===== config.mk =====
export PLATFORM = sky130hd
export DESIGN_NAME = ctm_top
export DESIGN_NICKNAME = d
export VERILOG_FILES = /design/src/ctm_pkg.sv /design/src/ctm_top.sv
export SDC_FILE = /design/constraint.sdc
export NUM_CORES = 1
export LEC_CHECK = 0
export BUFFER_PORTS_ARGS = -buffer_cell sky130_fd_sc_hd__buf_2
export CORE_ASPECT_RATIO = 0.7
export CORE_MARGIN = 10
export CORE_UTILIZATION = 52
export CTS_CLUSTER_DIAMETER = 40
export DETAILED_ROUTE_END_ITERATION = 8
export GPL_TIMING_DRIVEN = 1
export PLACE_DENSITY = 0.75
export SLEW_MARGIN = 30
export SYNTH_ARGS = -nofsm -noshare
export SYNTH_HDL_FRONTEND = slang
export SYNTH_SLANG_ARGS = --single-unit

===== constraint.sdc =====
create_clock -name clk_i -period 2.85 [get_ports clk_i]
set_clock_uncertainty 0.05 [all_clocks]
set_input_delay 0.4275 -clock clk_i [delete_from_list [all_inputs] [get_ports clk_i]]
set_output_delay 0.4275 -clock clk_i [all_outputs]
set_load 0.05 [all_outputs]

===== src/ctm_pkg.sv =====
// Constants package and the counter with its two comparators for the compact timer.
//
// How it works
// Mode field picks compare-match (00), timer/counter (11) or PWM (10) operation.
// Clear on comparator P or overflow when P is zero; raise both flags.
// Clearing on comparator A raises only the A flag, never the P flag.
// Clear on A with A value zero overflows at FFFF without an A flag.
// Compare-match pin changes only on an A flag event, never on P.
// Each A match drives the pin high, low or toggles it, or nothing.
// Enable rising edge loads the pin with the initial level bit.
// Timer/counter mode counts like compare-match mode but releases the pin.
// PWM ignores the clear select; the period register clears the counter.
// Swap zero: period is P times 256 (65536 for zero), duty is A.
// Duty at or above period keeps the PWM output active all the time.
// Swap one: period is A, duty is P times 256 or 65536.
// PWM mode raises the A and P flags on every matching comparator.
// PWM level bit picks active high or low; action passes or forces.
// The inversion bit inverts the final pin level.
// PWM counting and timing keep running while the pin is forced.
// Compare-match action codes: 00 none, 01 low, 10 high, 11 toggle.
// PWM action codes: 00 inactive, 01 active, 10 waveform, 11 undefined.
// The 8-bit P value is compared with counter bits 15 to 8 only.
// Enable rising edge zeroes the counter; disabled counter holds its value.
// Enabled counter steps on each timer tick; A matches the full count.
// Software changes mode and action only while the module is disabled.
`timescale 1ns/1ps

package ctm_pkg;

  // Register byte offsets on the bus.
  localparam logic [7:0] CTM_OFF_CTRL  = 8'h00;
  localparam logic [7:0] CTM_OFF_CMPA  = 8'h04;
  localparam logic [7:0] CTM_OFF_CMPP  = 8'h08;
  localparam logic [7:0] CTM_OFF_COUNT = 8'h0c;
  localparam logic [7:0] CTM_OFF_FLAGS = 8'h10;

  // Field positions inside the control register.
  localparam int CTM_BIT_CLR_A  = 0;
  localparam int CTM_BIT_SWAP   = 1;
  localparam int CTM_BIT_INV    = 2;
  localparam int CTM_BIT_LVL    = 3;
  localparam int CTM_BIT_ACT_LO = 4;
  localparam int CTM_BIT_ACT_HI = 5;
  localparam int CTM_BIT_MODE_LO = 6;
  localparam int CTM_BIT_MODE_HI = 7;
  localparam int CTM_BIT_EN     = 8;

  // Field positions inside the flag register.
  localparam int CTM_FLAG_A = 0;
  localparam int CTM_FLAG_P = 1;

  // Values after reset.
  localparam logic [15:0] CTM_RST_CMPA  = 16'h0000;
  localparam logic [7:0]  CTM_RST_CMPP  = 8'h00;
  localparam logic [15:0] CTM_RST_COUNT = 16'h0000;
  localparam logic [1:0]  CTM_RST_ACT   = 2'h0;

  // Full PWM span used when a P duty value of zero means 65536 clocks.
  localparam logic [16:0] CTM_FULL_SPAN = 17'h10000;

  // Operating modes.
  typedef enum logic [1:0] {
    CTM_MODE_CMP   = 2'b00,
    CTM_MODE_UNDEF = 2'b01,
    CTM_MODE_PWM   = 2'b10,
    CTM_MODE_TMR   = 2'b11
  } ctm_mode_t;

  // Output action codes in compare-match mode.
  localparam logic [1:0] CTM_ACT_NONE   = 2'b00;
  localparam logic [1:0] CTM_ACT_LOW    = 2'b01;
  localparam logic [1:0] CTM_ACT_HIGH   = 2'b10;
  localparam logic [1:0] CTM_ACT_TOGGLE = 2'b11;

  // Output action codes in PWM mode.
  localparam logic [1:0] CTM_PWM_INACT = 2'b00;
  localparam logic [1:0] CTM_PWM_ACT   = 2'b01;
  localparam logic [1:0] CTM_PWM_WAVE  = 2'b10;

endpackage

module ctm_counter (
  // Clock, reset and enable.
  input  wire logic        clk_i,
  input  wire logic        rst_i,
  input  wire logic        ce_i,
  // Control from the register side.
  input  wire logic        restart_i,
  input  wire logic        step_i,
  input  wire logic        clr_on_a_i,
  input  wire logic [15:0] cmp_a_i,
  input  wire logic [7:0]  cmp_p_i,
  // Count and match pulses.
  output logic      [15:0] count_o,
  output logic             a_hit_o,
  output logic             p_hit_o
);

  logic [15:0] next_count;
  logic        next_a_hit;
  logic        next_p_hit;
  logic [15:0] inc;
  logic        a_eq;
  logic        p_eq;

  // Next count and comparator matches, judged on the value the count steps to.
  always_comb begin
    inc        = count_o + 16'h0001;
    // full A compare
    a_eq       = (inc == cmp_a_i);
    // P on top byte
    p_eq       = (inc[15:8] == cmp_p_i) && (inc[7:0] == 8'h00);
    next_count = count_o;
    next_a_hit = 1'b0;
    next_p_hit = 1'b0;
    // restart at zero
    if (restart_i) begin
      next_count = ctm_pkg::CTM_RST_COUNT;
    end else if (step_i) begin
      next_a_hit = a_eq;
      next_p_hit = p_eq;
      // clear or overflow
      if (clr_on_a_i ? a_eq : p_eq) begin
        next_count = ctm_pkg::CTM_RST_COUNT;
      end else begin
        next_count = inc;
      end
    end
  end

  // Counter and match pulse registers.
  always_ff @(posedge clk_i) begin
    if (rst_i) begin
      count_o <= ctm_pkg::CTM_RST_COUNT;
      a_hit_o <= 1'b0;
      p_hit_o <= 1'b0;
    end else if (ce_i) begin
      count_o <= next_count;
      a_hit_o <= next_a_hit;
      p_hit_o <= next_p_hit;
    end
  end

endmodule


===== src/ctm_top.sv =====
// Compact timer with compare-match, timer/counter and PWM modes behind a Wishbone slave.
`timescale 1ns/1ps

module ctm_top (
  // Clock, reset and clock enable.
  input  wire logic        clk_i,
  input  wire logic        rst_i,
  input  wire logic        ce_i,
  // Selected timer clock, one-cycle pulse per count.
  input  wire logic        tick_i,
  // Wishbone classic slave.
  input  wire logic        wb_cyc_i,
  input  wire logic        wb_stb_i,
  input  wire logic        wb_we_i,
  input  wire logic [7:0]  wb_adr_i,
  input  wire logic [3:0]  wb_sel_i,
  input  wire logic [31:0] wb_dat_i,
  output logic      [31:0] wb_dat_o,
  output logic             wb_ack_o,
  // Timer output pin.
  output logic             pin_o,
  output logic             pin_oe_n_o,
  // Match flags.
  output logic             a_flag_o,
  output logic             p_flag_o
);

  // Control register fields.
  ctm_pkg::ctm_mode_t ctrl_mode;
  ctm_pkg::ctm_mode_t next_mode;
  logic [1:0]         ctrl_act;
  logic [1:0]         next_act;
  logic               ctrl_lvl;
  logic               next_lvl;
  logic               ctrl_inv;
  logic               next_inv;
  logic               ctrl_swap;
  logic               next_swap;
  logic               ctrl_clr_a;
  logic               next_clr_a;
  logic               module_enable;
  logic               next_enable;
  logic [15:0]        cmp_a;
  logic [15:0]        next_cmp_a;
  logic [7:0]         cmp_p;
  logic [7:0]         next_cmp_p;

  // Bus and flag state.
  logic [31:0]        next_dat;
  logic               next_ack;
  logic               next_a_flag;
  logic               next_p_flag;

  // Counter side.
  logic               en_prev;
  logic               en_rise;
  logic               step;
  logic               clr_eff;
  logic               is_pwm;
  logic [15:0]        count;
  logic               a_hit;
  logic               p_hit;
  logic               set_a;
  logic               set_p;

  // Pin side.
  logic               pin_state;
  logic               next_pin_state;
  logic               next_pin;
  logic               next_oe_n;
  logic [16:0]        duty;
  logic               pwm_on;
  logic               req;
  logic               wr;

  // Request qualification: one answer per request, write acts on the answering edge.
  assign req = wb_cyc_i && wb_stb_i && !wb_ack_o;
  assign wr  = req && wb_we_i;

  // mode decode
  assign is_pwm = (ctrl_mode == ctm_pkg::CTM_MODE_PWM);

  // period selects clear
  assign clr_eff = is_pwm ? ctrl_swap : ctrl_clr_a;

  // Enable edge and counting step.
  assign en_rise = module_enable && !en_prev;
  // count while forced
  assign step = module_enable && !en_rise && tick_i;

  // Flag raising per mode.
  always_comb begin
    // both flags in PWM
    set_a = a_hit;
    set_p = p_hit;
    if (!is_pwm) begin
      // no P flag
      if (ctrl_clr_a) begin
        set_p = 1'b0;
      end
      // no A flag on zero
      if (ctrl_clr_a && (cmp_a == 16'h0000)) begin
        set_a = 1'b0;
      end
    end
  end

  ctm_counter u_counter (
    .clk_i      (clk_i),
    .rst_i      (rst_i),
    .ce_i       (ce_i),
    .restart_i  (en_rise),
    .step_i     (step),
    .clr_on_a_i (clr_eff),
    .cmp_a_i    (cmp_a),
    .cmp_p_i    (cmp_p),
    .count_o    (count),
    .a_hit_o    (a_hit),
    .p_hit_o    (p_hit)
  );

  // Register writes, reads and flag updates for the bus.
  always_comb begin
    next_mode   = ctrl_mode;
    next_act    = ctrl_act;
    next_lvl    = ctrl_lvl;
    next_inv    = ctrl_inv;
    next_swap   = ctrl_swap;
    next_clr_a  = ctrl_clr_a;
    next_enable = module_enable;
    next_cmp_a  = cmp_a;
    next_cmp_p  = cmp_p;
    next_a_flag = a_flag_o;
    next_p_flag = p_flag_o;
    next_dat    = 32'h0000_0000;
    next_ack    = req;
    if (wr) begin
      if (wb_adr_i == ctm_pkg::CTM_OFF_CTRL) begin
        if (wb_sel_i[0]) begin
          next_mode  = ctm_pkg::ctm_mode_t'(wb_dat_i[ctm_pkg::CTM_BIT_MODE_HI:
                                                    ctm_pkg::CTM_BIT_MODE_LO]);
          next_act   = wb_dat_i[ctm_pkg::CTM_BIT_ACT_HI:ctm_pkg::CTM_BIT_ACT_LO];
          next_lvl   = wb_dat_i[ctm_pkg::CTM_BIT_LVL];
          next_inv   = wb_dat_i[ctm_pkg::CTM_BIT_INV];
          next_swap  = wb_dat_i[ctm_pkg::CTM_BIT_SWAP];
          next_clr_a = wb_dat_i[ctm_pkg::CTM_BIT_CLR_A];
        end
        if (wb_sel_i[1]) begin
          next_enable = wb_dat_i[ctm_pkg::CTM_BIT_EN];
        end
      end else if (wb_adr_i == ctm_pkg::CTM_OFF_CMPA) begin
        if (wb_sel_i[0]) begin
          next_cmp_a[7:0] = wb_dat_i[7:0];
        end
        if (wb_sel_i[1]) begin
          next_cmp_a[15:8] = wb_dat_i[15:8];
        end
      end else if (wb_adr_i == ctm_pkg::CTM_OFF_CMPP) begin
        if (wb_sel_i[0]) begin
          next_cmp_p = wb_dat_i[7:0];
        end
      end else if (wb_adr_i == ctm_pkg::CTM_OFF_FLAGS) begin
        if (wb_sel_i[0] && wb_dat_i[ctm_pkg::CTM_FLAG_A]) begin
          next_a_flag = 1'b0;
        end
        if (wb_sel_i[0] && wb_dat_i[ctm_pkg::CTM_FLAG_P]) begin
          next_p_flag = 1'b0;
        end
      end
    end
    // A match in the same cycle as a clear keeps the flag set.
    if (set_a) begin
      next_a_flag = 1'b1;
    end
    if (set_p) begin
      next_p_flag = 1'b1;
    end
    if (req && !wb_we_i) begin
      if (wb_adr_i == ctm_pkg::CTM_OFF_CTRL) begin
        next_dat[ctm_pkg::CTM_BIT_MODE_HI:ctm_pkg::CTM_BIT_MODE_LO] = ctrl_mode;
        next_dat[ctm_pkg::CTM_BIT_ACT_HI:ctm_pkg::CTM_BIT_ACT_LO]   = ctrl_act;
        next_dat[ctm_pkg::CTM_BIT_LVL]   = ctrl_lvl;
        next_dat[ctm_pkg::CTM_BIT_INV]   = ctrl_inv;
        next_dat[ctm_pkg::CTM_BIT_SWAP]  = ctrl_swap;
        next_dat[ctm_pkg::CTM_BIT_CLR_A] = ctrl_clr_a;
        next_dat[ctm_pkg::CTM_BIT_EN]    = module_enable;
      end else if (wb_adr_i == ctm_pkg::CTM_OFF_CMPA) begin
        next_dat[15:0] = cmp_a;
      end else if (wb_adr_i == ctm_pkg::CTM_OFF_CMPP) begin
        next_dat[7:0] = cmp_p;
      end else if (wb_adr_i == ctm_pkg::CTM_OFF_COUNT) begin
        next_dat[15:0] = count;
      end else if (wb_adr_i == ctm_pkg::CTM_OFF_FLAGS) begin
        next_dat[ctm_pkg::CTM_FLAG_A] = a_flag_o;
        next_dat[ctm_pkg::CTM_FLAG_P] = p_flag_o;
      end
    end
  end

  // Bus, control and flag registers.
  always_ff @(posedge clk_i) begin
    if (rst_i) begin
      ctrl_mode     <= ctm_pkg::CTM_MODE_CMP;
      ctrl_act      <= ctm_pkg::CTM_RST_ACT;
      ctrl_lvl      <= 1'b0;
      ctrl_inv      <= 1'b0;
      ctrl_swap     <= 1'b0;
      ctrl_clr_a    <= 1'b0;
      module_enable <= 1'b0;
      cmp_a         <= ctm_pkg::CTM_RST_CMPA;
      cmp_p         <= ctm_pkg::CTM_RST_CMPP;
      a_flag_o      <= 1'b0;
      p_flag_o      <= 1'b0;
      wb_dat_o      <= 32'h0000_0000;
      wb_ack_o      <= 1'b0;
      en_prev       <= 1'b0;
    end else if (ce_i) begin
      ctrl_mode     <= next_mode;
      ctrl_act      <= next_act;
      ctrl_lvl      <= next_lvl;
      ctrl_inv      <= next_inv;
      ctrl_swap     <= next_swap;
      ctrl_clr_a    <= next_clr_a;
      module_enable <= next_enable;
      cmp_a         <= next_cmp_a;
      cmp_p         <= next_cmp_p;
      a_flag_o      <= next_a_flag;
      p_flag_o      <= next_p_flag;
      wb_dat_o      <= next_dat;
      wb_ack_o      <= next_ack;
      en_prev       <= module_enable;
    end
  end

  // PWM duty threshold and waveform level from the running count.
  always_comb begin
    // duty from A
    duty = {1'b0, cmp_a};
    if (ctrl_swap) begin
      // duty from P
      duty = (cmp_p == 8'h00) ? ctm_pkg::CTM_FULL_SPAN : {1'b0, cmp_p, 8'h00};
    end
    // duty beyond period
    pwm_on = ({1'b0, count} < duty);
  end

  // Pin state per mode, then inversion and drive enable.
  always_comb begin
    next_pin_state = pin_state;
    if (en_rise) begin
      // initial level
      next_pin_state = ctrl_lvl;
    end else if (ctrl_mode == ctm_pkg::CTM_MODE_CMP) begin
      // A flag only
      if (set_a) begin
        // match action
        case (ctrl_act)
          ctm_pkg::CTM_ACT_LOW:    next_pin_state = 1'b0;
          ctm_pkg::CTM_ACT_HIGH:   next_pin_state = 1'b1;
          ctm_pkg::CTM_ACT_TOGGLE: next_pin_state = !pin_state;
          default:                 next_pin_state = pin_state;
        endcase
      end
    end else if (is_pwm && module_enable) begin
      // polarity and force
      case (ctrl_act)
        ctm_pkg::CTM_PWM_ACT:  next_pin_state = ctrl_lvl;
        ctm_pkg::CTM_PWM_WAVE: next_pin_state = pwm_on ? ctrl_lvl : !ctrl_lvl;
        default:               next_pin_state = !ctrl_lvl;
      endcase
    end
    // release pin
    next_oe_n = !((ctrl_mode == ctm_pkg::CTM_MODE_CMP) || is_pwm);
    // final inversion
    next_pin  = next_oe_n ? 1'b0 : (pin_state ^ ctrl_inv);
  end

  // Pin registers.
  always_ff @(posedge clk_i) begin
    if (rst_i) begin
      pin_state  <= 1'b0;
      pin_o      <= 1'b0;
      pin_oe_n_o <= 1'b1;
    end else if (ce_i) begin
      pin_state  <= next_pin_state;
      pin_o      <= next_pin;
      pin_oe_n_o <= next_oe_n;
    end
  end

  // Checks on the behaviour above.
  a_bus_ack_next: assert property (@(posedge clk_i) disable iff (rst_i)
    (ce_i && req) |=> wb_ack_o)
    else $error("bus answer not one cycle after request");

  a_bus_ack_drop: assert property (@(posedge clk_i) disable iff (rst_i)
    (ce_i && wb_ack_o) |=> !wb_ack_o)
    else $error("bus answer held longer than one cycle");

  a_timer_pin_free: assert property (@(posedge clk_i) disable iff (rst_i)
    (ce_i && ctrl_mode == ctm_pkg::CTM_MODE_TMR) |=> (pin_oe_n_o && !pin_o))
    else $error("pin driven in timer mode");

  a_enable_restart: assert property (@(posedge clk_i) disable iff (rst_i)
    (ce_i && en_rise) |=> (count == 16'h0000))
    else $error("counter not zero after enable rise");

  a_disabled_hold: assert property (@(posedge clk_i) disable iff (rst_i)
    (ce_i && !module_enable) |=> $stable(count))
    else $error("counter moved while disabled");

  a_init_level: assert property (@(posedge clk_i) disable iff (rst_i)
    (ce_i && en_rise) |=> (pin_state == $past(ctrl_lvl)))
    else $error("pin not at initial level after enable rise");

  a_p_flag_block: assert property (@(posedge clk_i) disable iff (rst_i)
    (ce_i && p_hit && ctrl_clr_a && !is_pwm && !p_flag_o) |=> !p_flag_o)
    else $error("P flag raised while clearing on A");

  a_a_zero_silent: assert property (@(posedge clk_i) disable iff (rst_i)
    (ce_i && a_hit && ctrl_clr_a && !is_pwm && cmp_a == 16'h0000 && !a_flag_o)
      |=> !a_flag_o)
    else $error("A flag raised with A value zero");

  a_pwm_flags: assert property (@(posedge clk_i) disable iff (rst_i)
    (ce_i && is_pwm && a_hit) |=> a_flag_o)
    else $error("PWM A match did not raise the A flag");

  a_pwm_p_flag: assert property (@(posedge clk_i) disable iff (rst_i)
    (ce_i && is_pwm && p_hit) |=> p_flag_o)
    else $error("PWM P match did not raise the P flag");

  a_toggle_action: assert property (@(posedge clk_i) disable iff (rst_i)
    (ce_i && ctrl_mode == ctm_pkg::CTM_MODE_CMP && set_a && !en_rise
      && ctrl_act == ctm_pkg::CTM_ACT_TOGGLE) |=> (pin_state != $past(pin_state)))
    else $error("toggle action did not toggle the pin");

  a_p_period_clear: assert property (@(posedge clk_i) disable iff (rst_i)
    (ce_i && step && !clr_eff && count == ({cmp_p, 8'h00} - 16'h0001))
      |=> (count == 16'h0000 && p_hit))
    else $error("counter not cleared on P period match");

  a_pwm_forced: assert property (@(posedge clk_i) disable iff (rst_i)
    (ce_i && is_pwm && module_enable && !en_rise && ctrl_act == ctm_pkg::CTM_PWM_ACT)
      |=> (pin_state == $past(ctrl_lvl)))
    else $error("forced PWM level not held");

endmodule


==> results.sh, run 1 <==
export IMPL_utilization_pct=63.4
export IMPL_ys_seq_area_share_pct=29.2
export IMPL_h_tree_depth=3
export IMPL_antenna_found_initial=0
export IMPL_cp_max_fo=9
export IMPL_setup_viol=0
export IMPL_maxCapViolations=0
export IMPL_start_kind="register"
export IMPL_cpMostUsedCell="buf_4"
export IMPL_drcViolationCount=0
export IMPL_port_buffers=53
export IMPL_clk_latency_ps=340
export IMPL_first_pass_iters=6
export IMPL_critPathTopFamily="buffers and inverters"
export IMPL_core_area_sq_um=9610
export IMPL_tightest_slew_ps=666
export IMPL_die_area_sq_um=14200
export IMPL_crit_type="reg -> reg"
export IMPL_outcome="finished clean"
export IMPL_antennaDiodeCount=0
export IMPL_pre_cts_ws_ps=-49.0
export IMPL_synth_top_cell_area_share_pct=29.2
export IMPL_synth_area_leader_cell="dfxtp_1"
export IMPL_yosysMostFrequentCell="nor2_1"
export IMPL_worst_path_buf_inv=6
export IMPL_drt_wl_total_microns=16300
export IMPL_cts_tree="yes"
export IMPL_timing_hold_ws_ps=292
export IMPL_syn_avg_cell_area_sq_um=8.03
export IMPL_finalHoldViolations=0
export IMPL_avgViaCountPerCell=6.08
export IMPL_p_per_area_nw_per_um2=371
export IMPL_crit_required_ps=3030
export IMPL_cp_data_arrival_time_ps=2920
export IMPL_ys_warn_count=0
export IMPL_ir_drop_mv=0.324
export IMPL_die_w_microns=138
export IMPL_synth_edf_count=0
export IMPL_dp_cells=820
export IMPL_synth_area_leaders="dfxtp_1, mux2i_1, nor2_1, ha_1, nand2_1"
export IMPL_fin_ws_ps=105
export IMPL_synth_distinct_cells=62
export IMPL_ys_seq_elements=74
export IMPL_grt_overflow=0
export IMPL_drive_above_1_share_pct=23.1
export IMPL_drt_initial_drc_count=608
export IMPL_final_area_sq_um=6090
export IMPL_dpl_hpwl_microns=12200
export IMPL_ant_nets=0
export IMPL_cts_buffers=9
export IMPL_max_stage_delay_ps=380
export IMPL_fin_crit_sh_pct=96.3
export IMPL_ios=88
export IMPL_path_cells="nand4_1 -> buf_4 -> nor4_4 -> buf_4 -> buf_4 -> xnor2_1 -> o221ai_1 -> nor4_2 -> buf_4 -> nand3_2 -> buf_4 -> buf_4 -> a31oi_1 -> o22ai_1"
export IMPL_relSlewSlack_pct=55.0
export IMPL_finalSetupTns_ps=0
export IMPL_grtUsageTotal_pct=22.0
export IMPL_vias=5123
export IMPL_cts_root_buffer="clkbuf_16"
export IMPL_grt_pass1_vias=4750
export IMPL_yosys_top_cells_count="nor2_1, dfxtp_1, mux2i_1, nand2_1, a21oi_1"
export IMPL_placed_area_sq_um=5660
export IMPL_avgRoutedWirePerCell_microns=19.4
export IMPL_finalPower_mw=2.26
export IMPL_die_h_microns=103
export IMPL_nets=781
export IMPL_async_flop_share_pct=0
export IMPL_start_util_pct=52.8
export IMPL_netlist_area_sq_um=5070
export IMPL_worstHoldPathType="in -> reg"
export IMPL_crit_path_end_kind="register"
export IMPL_fmax_mhz=364
export IMPL_place_congestion=0.991
export IMPL_period_minus_slack_ps=2740
export IMPL_synth_ff_type="dfxtp_1"
export IMPL_grt_max_degree=60
export IMPL_crit_slowest_cell="dfxtp_2"
export IMPL_syn_instance_count=631
export IMPL_drv_slew=0
export IMPL_clock_path_buffers=2
export IMPL_p_leak_nw=2.55
export IMPL_layout_cells_non_filler=843
export IMPL_cts_sinks=74
export IMPL_rows=30
export IMPL_grt_pass1_wl_microns=25600
export IMPL_syn2layout_area_growth_pct=20.2
export IMPL_fillers=837
export IMPL_clkTransAtPathRegs_ps=60
-- sequential cells by signal, indices dropped and copies added (netlist names), 2 cells and up --
name / flops
cmp_p: 8
ctrl_act: 2
wb_dat_o: 16
ctrl_mode: 2
u_counter.count_o: 16
cmp_a: 16
-- final cells by class --
cell class,count,area [sq um],share of cell area [%]
multi-input combinational,489,3330,54.7
clock buffer,11,243,3.98
inverter,21,78.8,1.29
clock inverter,5,37.5,0.616
timing repair buffer,115,742,12.2
sequential,74,1500,24.6
tap,128,160,2.63
-- layout by cell type (no fill, tap or decap), drive strengths merged, types with 5 or more instances in the layout --
cell type,instances
buf,115
nor2,84
dfxtp,74
mux2i,47
nand2,47
a21oi,34
nand3,30
inv,23
ha,20
xnor2,19
o21ai,18
conb,16
nand4,16
a31oi,13
nor4,12
o211ai,11
clkbuf,11
a22oi,10
nor3,10
nand2b,9
xor2,9
o22ai,7
mux2,7
and3,7
nor2b,6
nand4b,5
and4,5
-- path summary, 6_finish.rpt --
kind,cells after the start,slack (ps),endpoint,startpoint
max,14,110,u_counter.count_o[6]$_SDFFE_PP0P_,u_counter.count_o[11]$_SDFFE_PP0P_
min,3,290,cmp_a[13]$_SDFFE_PP0P_,wb_dat_i[13]
max reg2reg,14,110,u_counter.count_o[6]$_SDFFE_PP0P_,u_counter.count_o[11]$_SDFFE_PP0P_
min reg2reg,2,410,wb_dat_o[2]$_SDFFE_PP0P_,wb_dat_o[2]$_SDFFE_PP0P_
-- worst reg2reg max path: cells and delay by family (launching register included) --
kind	cells	cell delay [ps]
xor gates and xnor gates	1	110
AOI/OAI and AO/OA	3	430
buffers and inverters	6	970
and+or+nand+nor	4	690
DFF	1	380
-- power breakdown --
part	leakage [nW]	total (mW)	internal, mW	switching (mW)
logic	1.82	0.151	0.0350	0.116
registers	0.601	1.03	1.03	0.00110
clock network	0.133	1.08	0.618	0.460
total	2.55	2.26	1.69	0.576
-- layer usage --
metal | track usage [%] | part of all wire (%) | vias up
met3 | 7.96 | 13 | 29
met4 | 5.17 | 1.4 | 0
met5 | 0 | 0 | -
li1 | - | - | 2401
met2 | 32.7 | 43 | 278
met1 | 29.7 | 43 | 2415
-- cell families after synthesis --
logic type | Yosys count | synth area share [%]
and+or+nand+nor | 242 | 24.7
AOI/OAI and AO/OA | 127 | 16.6
buffers and inverters | 83 | 7.90
DFF | 74 | 29.2
muxes | 54 | 10.8
xor gates and xnor gates | 30 | 5.73
adders and majority gates | 20 | 4.94
other | 1 | 0.0740
-- timing repair --
action	in CTS	in global routing
setup endpoints to repair	12	16
hold buffers	0	0
gates resized for setup	3	28
buffers inserted	4	3
pin swaps	2	8
Note: power is estimated with default switching activity, not from simulation.
==> run 2: changes to the inputs <==
--- a/config.mk
+++ b/config.mk
@@ -6,13 +6,14 @@
 export NUM_CORES = 1
 export LEC_CHECK = 0
 export BUFFER_PORTS_ARGS = -buffer_cell sky130_fd_sc_hd__buf_2
+export CELL_PAD_IN_SITES_DETAIL_PLACEMENT = 1
+export CELL_PAD_IN_SITES_GLOBAL_PLACEMENT = 2
 export CORE_ASPECT_RATIO = 0.7
 export CORE_MARGIN = 10
-export CORE_UTILIZATION = 52
+export CORE_UTILIZATION = 30
 export CTS_CLUSTER_DIAMETER = 40
 export DETAILED_ROUTE_END_ITERATION = 8
-export GPL_TIMING_DRIVEN = 1
-export PLACE_DENSITY = 0.75
+export PLACE_DENSITY = 0.74
 export SLEW_MARGIN = 30
 export SYNTH_ARGS = -nofsm -noshare
 export SYNTH_HDL_FRONTEND = slang
==> run 2 against run 1 <==
Setup slack lost 15 ps; utilization is 25 points lower; die area is 59% higher; wire length is 18% higher; critical path type unchanged; critical path depth down 2; first-iteration DRC count fell by 52%; worst hold slack worse by 15 ps; global-route usage fell by 5.2 points; via count shrank 1.1%.
==> results.sh, run 2 (synthesized netlist as in run 1, its figures left out) <==
export IMPL_routed_wl_met3_microns=1030
export IMPL_cts_buffers=9
export IMPL_rsz0062_at_grt="true"
export IMPL_top_regs="cmp_a: 16 flops, u_counter.count_o: 16 flops, wb_dat_o: 16 flops"
export IMPL_grt_pass1_wl_microns=30400
export IMPL_finalHoldViolations=0
export IMPL_port_buffers=53
export IMPL_dpl_hpwl_microns=15100
export IMPL_met2WireLength_microns=8180
export IMPL_final_area_sq_um=6350
export IMPL_place_congestion=0.894
export IMPL_fin_ws_ps=89.8
export IMPL_grt_overflow=0
export IMPL_p_leak_nw=2.62
export IMPL_clk_latency_ps=340
export IMPL_worstHoldPathType="in -> reg"
export IMPL_h_tree_depth=3
export IMPL_drt_initial_drc_count=291
export IMPL_start_kind="register"
export IMPL_utilization_pct=38.6
export IMPL_mostFrequentLayoutCell="nor2_1"
export IMPL_grt_max_degree=60
export IMPL_rows=39
export IMPL_pre_cts_ws_ps=-46.0
export IMPL_maxCapViolations=0
export IMPL_die_h_microns=129
export IMPL_placed_area_sq_um=5860
export IMPL_dp_cells=925
export IMPL_first_pass_iters=5
export IMPL_relSlewSlack_pct=46.7
export IMPL_drt_wl_total_microns=19300
export IMPL_tightest_slew_ps=789
export IMPL_crit_type="reg -> reg"
export IMPL_start_util_pct=30.8
export IMPL_fmax_mhz=362
export IMPL_ir_drop_mv=0.221
export IMPL_vias=5065
export IMPL_ant_nets=0
export IMPL_grt_pass1_vias=5364
export IMPL_final_cell_mix="nor2_1, buf_4, dfxtp_1"
export IMPL_grtUsageTotal_pct=16.8
export IMPL_avgViaCountPerCell=5.37
export IMPL_cts_tree="yes"
export IMPL_cts_root_buffer="clkbuf_16"
export IMPL_cts_sinks=74
export IMPL_drcViolationCount=0
export IMPL_die_area_sq_um=22600
export IMPL_antennaDiodeCount=0
export IMPL_nets=785
export IMPL_crit_path_end_kind="register"
export IMPL_rrSetupSlack_ps=90
export IMPL_p_per_area_nw_per_um2=393
export IMPL_core_area_sq_um=16400
export IMPL_ios=88
export IMPL_layout_cells_non_filler=944
export IMPL_cp_max_fo=15
export IMPL_outcome="finished clean"
export IMPL_timing_hold_ws_ps=278
export IMPL_cp_data_arrival_time_ps=2940
export IMPL_period_minus_slack_ps=2760
export IMPL_drv_slew=0
export IMPL_topRoutingLayerUsed="met4"
export IMPL_clock_path_buffers=2
export IMPL_wl_met1_microns=9900
export IMPL_drive_above_1_share_pct=25.0
export IMPL_fin_crit_sh_pct=96.8
export IMPL_avgRoutedWirePerCell_microns=20.4
export IMPL_antenna_found_initial=0
export IMPL_die_w_microns=175
export IMPL_setup_viol=0
export IMPL_syn2layout_area_growth_pct=25.2
export IMPL_clkTransAtPathRegs_ps=70
export IMPL_crit_required_ps=3020
[run 2: cell types whose count changed in the layout (fill, tap and decap cells not counted), moves of 2 or more]
cell       previous run  this run
buf_4                59        63
dfxtp_1              66        62
dfxtp_2               6        10
buf_12                0         2
buf_6                 3         1
bufinv_16             0         2
inv_8                 0         2
[run 2: final timing paths]
kind / startpoint / end / depth (start not counted)
worst min-delay path: wb_dat_i[13] / cmp_a[13]$_SDFFE_PP0P_ / 3
worst min register to register: wb_dat_o[5]$_SDFFE_PP0P_ / wb_dat_o[5]$_SDFFE_PP0P_ / 2
worst max register to register: u_counter.count_o[5]$_SDFFE_PP0P_ / u_counter.count_o[10]$_SDFFE_PP0P_ / 12
worst max-delay path: u_counter.count_o[5]$_SDFFE_PP0P_ / u_counter.count_o[10]$_SDFFE_PP0P_ / 12
[run 2: metal layers]
metal	vias up	global-route usage, %
li1	2408	-
met1	2516	24.1
met5	-	0
met4	0	3.43
met3	14	3.80
met2	127	25.2
[run 2: final cells by class]
type / count / area [sq um]
repair buffers: 119 / 790
well taps: 225 / 282
flip-flops and latches: 74 / 1500
fillers: 2020 / 10100
multi-input cells: 489 / 3360
inverters: 21 / 78.8
clock inverters: 7 / 108
clock buffers: 9 / 225
[run 2: per-stage QoR]
stage / TNS, ps / power [mW]
final: 0 / 2.49
after global routing: -35.8 / 2.57
after CTS: 0 / 2.52
after detailed placement: -172 / 1.21
after global placement: -26.9 / 1.21
after floorplan: 0 / 1.18
[run 2: worst max-delay path: stages (launching register included)]
cell and delay [ps]:
dfxtp_1 410, nand4_4 190, nor4_4 380, buf_4 190, xnor2_1 110, nand4_1 230
nor3_2 250, buf_4 160, a2111oi_4 60, buf_4 180, buf_12 150, a31oi_2 180
o22ai_1 90
[run 2: repair_timing]
| item | CTS | global route |
|---|---|---|
| gates resized for setup | 6 | 32 |
| setup endpoints to repair | 7 | 15 |
| hold buffers | 0 | 0 |
| pin swaps | 3 | 7 |
| buffers inserted | 1 | 2 |
[run 2: report_power, final]
| part | switching, mW | leakage, nW | internal, mW | total [mW] |
|---|---|---|---|---|
| Combinational | 0.120 | 1.85 | 0.0368 | 0.157 |
| Sequential | 0.00114 | 0.603 | 1.03 | 1.03 |
| Clock | 0.516 | 0.160 | 0.786 | 1.30 |
| Total | 0.638 | 2.62 | 1.86 | 2.49 |
==> run 3: changes to the inputs <==
--- a/config.mk
+++ b/config.mk
@@ -10,10 +10,11 @@
 export CELL_PAD_IN_SITES_GLOBAL_PLACEMENT = 2
 export CORE_ASPECT_RATIO = 0.7
 export CORE_MARGIN = 10
-export CORE_UTILIZATION = 30
+export CORE_UTILIZATION = 31
+export CTS_BUF_LIST = sky130_fd_sc_hd__clkbuf_4
 export CTS_CLUSTER_DIAMETER = 40
 export DETAILED_ROUTE_END_ITERATION = 8
-export PLACE_DENSITY = 0.74
+export PLACE_DENSITY = 0.76
 export SLEW_MARGIN = 30
 export SYNTH_ARGS = -nofsm -noshare
 export SYNTH_HDL_FRONTEND = slang
==> run 3 against run 2 <==
Critical path depth decreased by 2; worst hold slack lost 120 ps; combinational power about the same; utilization shrank 0.70 points; clock power decreased by 37%; setup slack worse by 3.7 ps; sequential power about the same; first-iteration DRC count up 51%; die area decreased by 2.8%; critical path type unchanged; critical endpoint is now u_counter.count_o[7]$_SDFFE_PP0P_; largest power group is now sequential cells; highest routed layer unchanged.
==> results.sh, run 3 (synthesized netlist as in run 1, its figures left out) <==
export IMPL_worstHoldPathType="in -> reg"
export IMPL_h_tree_depth=3
export IMPL_vias=5073
export IMPL_crit_path_end_kind="register"
export IMPL_pre_cts_ws_ps=-69.9
export IMPL_cts_buffers=9
export IMPL_p_per_area_nw_per_um2=327
export IMPL_tightest_slew_ps=710
export IMPL_first_pass_iters=6
export IMPL_ant_nets=0
export IMPL_period_minus_slack_ps=2760
export IMPL_antennaDiodeCount=0
export IMPL_drt_wl_total_microns=19400
export IMPL_grt_overflow=0
export IMPL_drive_above_1_share_pct=24.4
export IMPL_ir_drop_mv=0.190
export IMPL_grt_pass1_wl_microns=30400
export IMPL_mostFrequentLayoutCell="nor2_1"
export IMPL_avgRoutedWirePerCell_microns=20.6
export IMPL_drv_slew=0
export IMPL_crit_type="reg -> reg"
export IMPL_fin_crit_sh_pct=97.0
export IMPL_grt_max_degree=60
export IMPL_maxCapViolations=0
export IMPL_setup_viol=0
export IMPL_clkTransAtPathRegs_ps=140
export IMPL_antenna_found_initial=0
export IMPL_start_kind="register"
export IMPL_cts_hold_buffers=0
export IMPL_fin_ws_ps=86.1
export IMPL_cts_tree="yes"
export IMPL_final_cell_mix="nor2_1, dfxtp_1, buf_4"
export IMPL_cp_data_arrival_time_ps=3050
export IMPL_clock_path_buffers=2
export IMPL_finalHoldViolations=0
export IMPL_relSlewSlack_pct=52.1
export IMPL_die_w_microns=173
export IMPL_drt_initial_drc_count=438
export IMPL_dp_cells=922
export IMPL_start_util_pct=31.3
export IMPL_core_area_sq_um=16200
export IMPL_nets=784
export IMPL_rows=39
export IMPL_fillers=1995
export IMPL_fmax_mhz=362
export IMPL_layout_cells_non_filler=943
export IMPL_drcViolationCount=0
export IMPL_cp_max_fo=23
export IMPL_ios=88
export IMPL_dpl_hpwl_microns=15100
export IMPL_die_h_microns=127
export IMPL_cts_root_buffer="clkbuf_4"
export IMPL_port_buffers=53
export IMPL_syn2layout_area_growth_pct=21.1
export IMPL_grt_pass1_vias=5208
export IMPL_die_area_sq_um=22000
export IMPL_avgViaCountPerCell=5.38
export IMPL_cts_sinks=74
export IMPL_grtUsageTotal_pct=17.2
export IMPL_p_leak_nw=2.55
export IMPL_crit_required_ps=3130
export IMPL_top_regs="cmp_a: 16 flops, u_counter.count_o: 16 flops, wb_dat_o: 16 flops"
export IMPL_clk_latency_ps=450
export IMPL_outcome="finished clean"
export IMPL_place_congestion=0.916
export IMPL_rsz0062_at_grt="true"
## run 3: changes by cell type in the layout (fill, tap and decap cells not counted), moves of 2 or more
cell / previous run / this run
clkbuf_16: 9 / 0
clkbuf_4: 0 / 9
buf_4: 63 / 61
clkinv_4: 0 / 2
dfxtp_1: 62 / 64
inv_8: 2 / 0
## run 3: worst paths after layout
path                            cells after the start  slack [ps]                          startpoint                                 to
worst max-delay path                               10          90  u_counter.count_o[12]$_SDFFE_PP0P_  u_counter.count_o[7]$_SDFFE_PP0P_
worst min-delay path                                3         160                        wb_dat_i[15]             cmp_a[15]$_SDFFE_PP0P_
worst max register to register                     10          90  u_counter.count_o[12]$_SDFFE_PP0P_  u_counter.count_o[7]$_SDFFE_PP0P_
worst min register to register                      2         420            wb_dat_o[5]$_SDFFE_PP0P_           wb_dat_o[5]$_SDFFE_PP0P_
## run 3: routing by layer
metal / up-vias / GRT usage (%) / part of all wire [%]
met5: - / 0 / 0
met4: 0 / 3.34 / 0.72
met3: 15 / 4.00 / 5.8
met2: 134 / 25.2 / 42
met1: 2515 / 25.0 / 51
li1: 2409 / - / -
## run 3: power breakdown
| group | leakage [nW] | total [mW] | internal [mW] | switching (mW) |
|---|---|---|---|---|
| Clock | 0.0909 | 0.817 | 0.364 | 0.453 |
| Combinational | 1.85 | 0.157 | 0.0364 | 0.120 |
| Sequential | 0.602 | 1.04 | 1.04 | 0.00119 |
## run 3: repair_timing
item	CTS	global route
pin swaps	2	9
gates resized for setup	12	21
buffers inserted	1	4
setup endpoints to repair	13	15
cloned	0	1
## run 3: metrics by stage
step	power [mW]	hold WS [ps]	area [sq um]	setup TNS (ps)	util (%)
global placement	1.21	398	5830	0	36.0
global route	2.09	154	6140	-161	37.9
CTS	2.04	141	6040	0	37.3
detailed placement	1.21	399	5830	-423	36.0
finish	2.01	158	6140	0	37.9
floorplan	1.18	394	5130	0	-
## run 3: layout make-up
cell class	count	area [sq um]	area share, %
Tap cell	225	282	4.59
Multi-Input combinational cell	489	3340	54.5
Timing Repair Buffer	118	771	12.6
Sequential cell	74	1500	24.4
Inverter	21	78.8	1.28
Clock inverter	7	100	1.63
Clock buffer	9	67.6	1.10
## run 3: worst max-delay path: stages, from the launching register on
cell and delay, ps:
dfxtp_4 390, nand4_1 130, buf_4 180, nor4_4 340, xnor2_1 110, a2111o_1 450, nor4_4 350, nand3_2 130
buf_12 170, nand2_1 200, o221ai_1 130
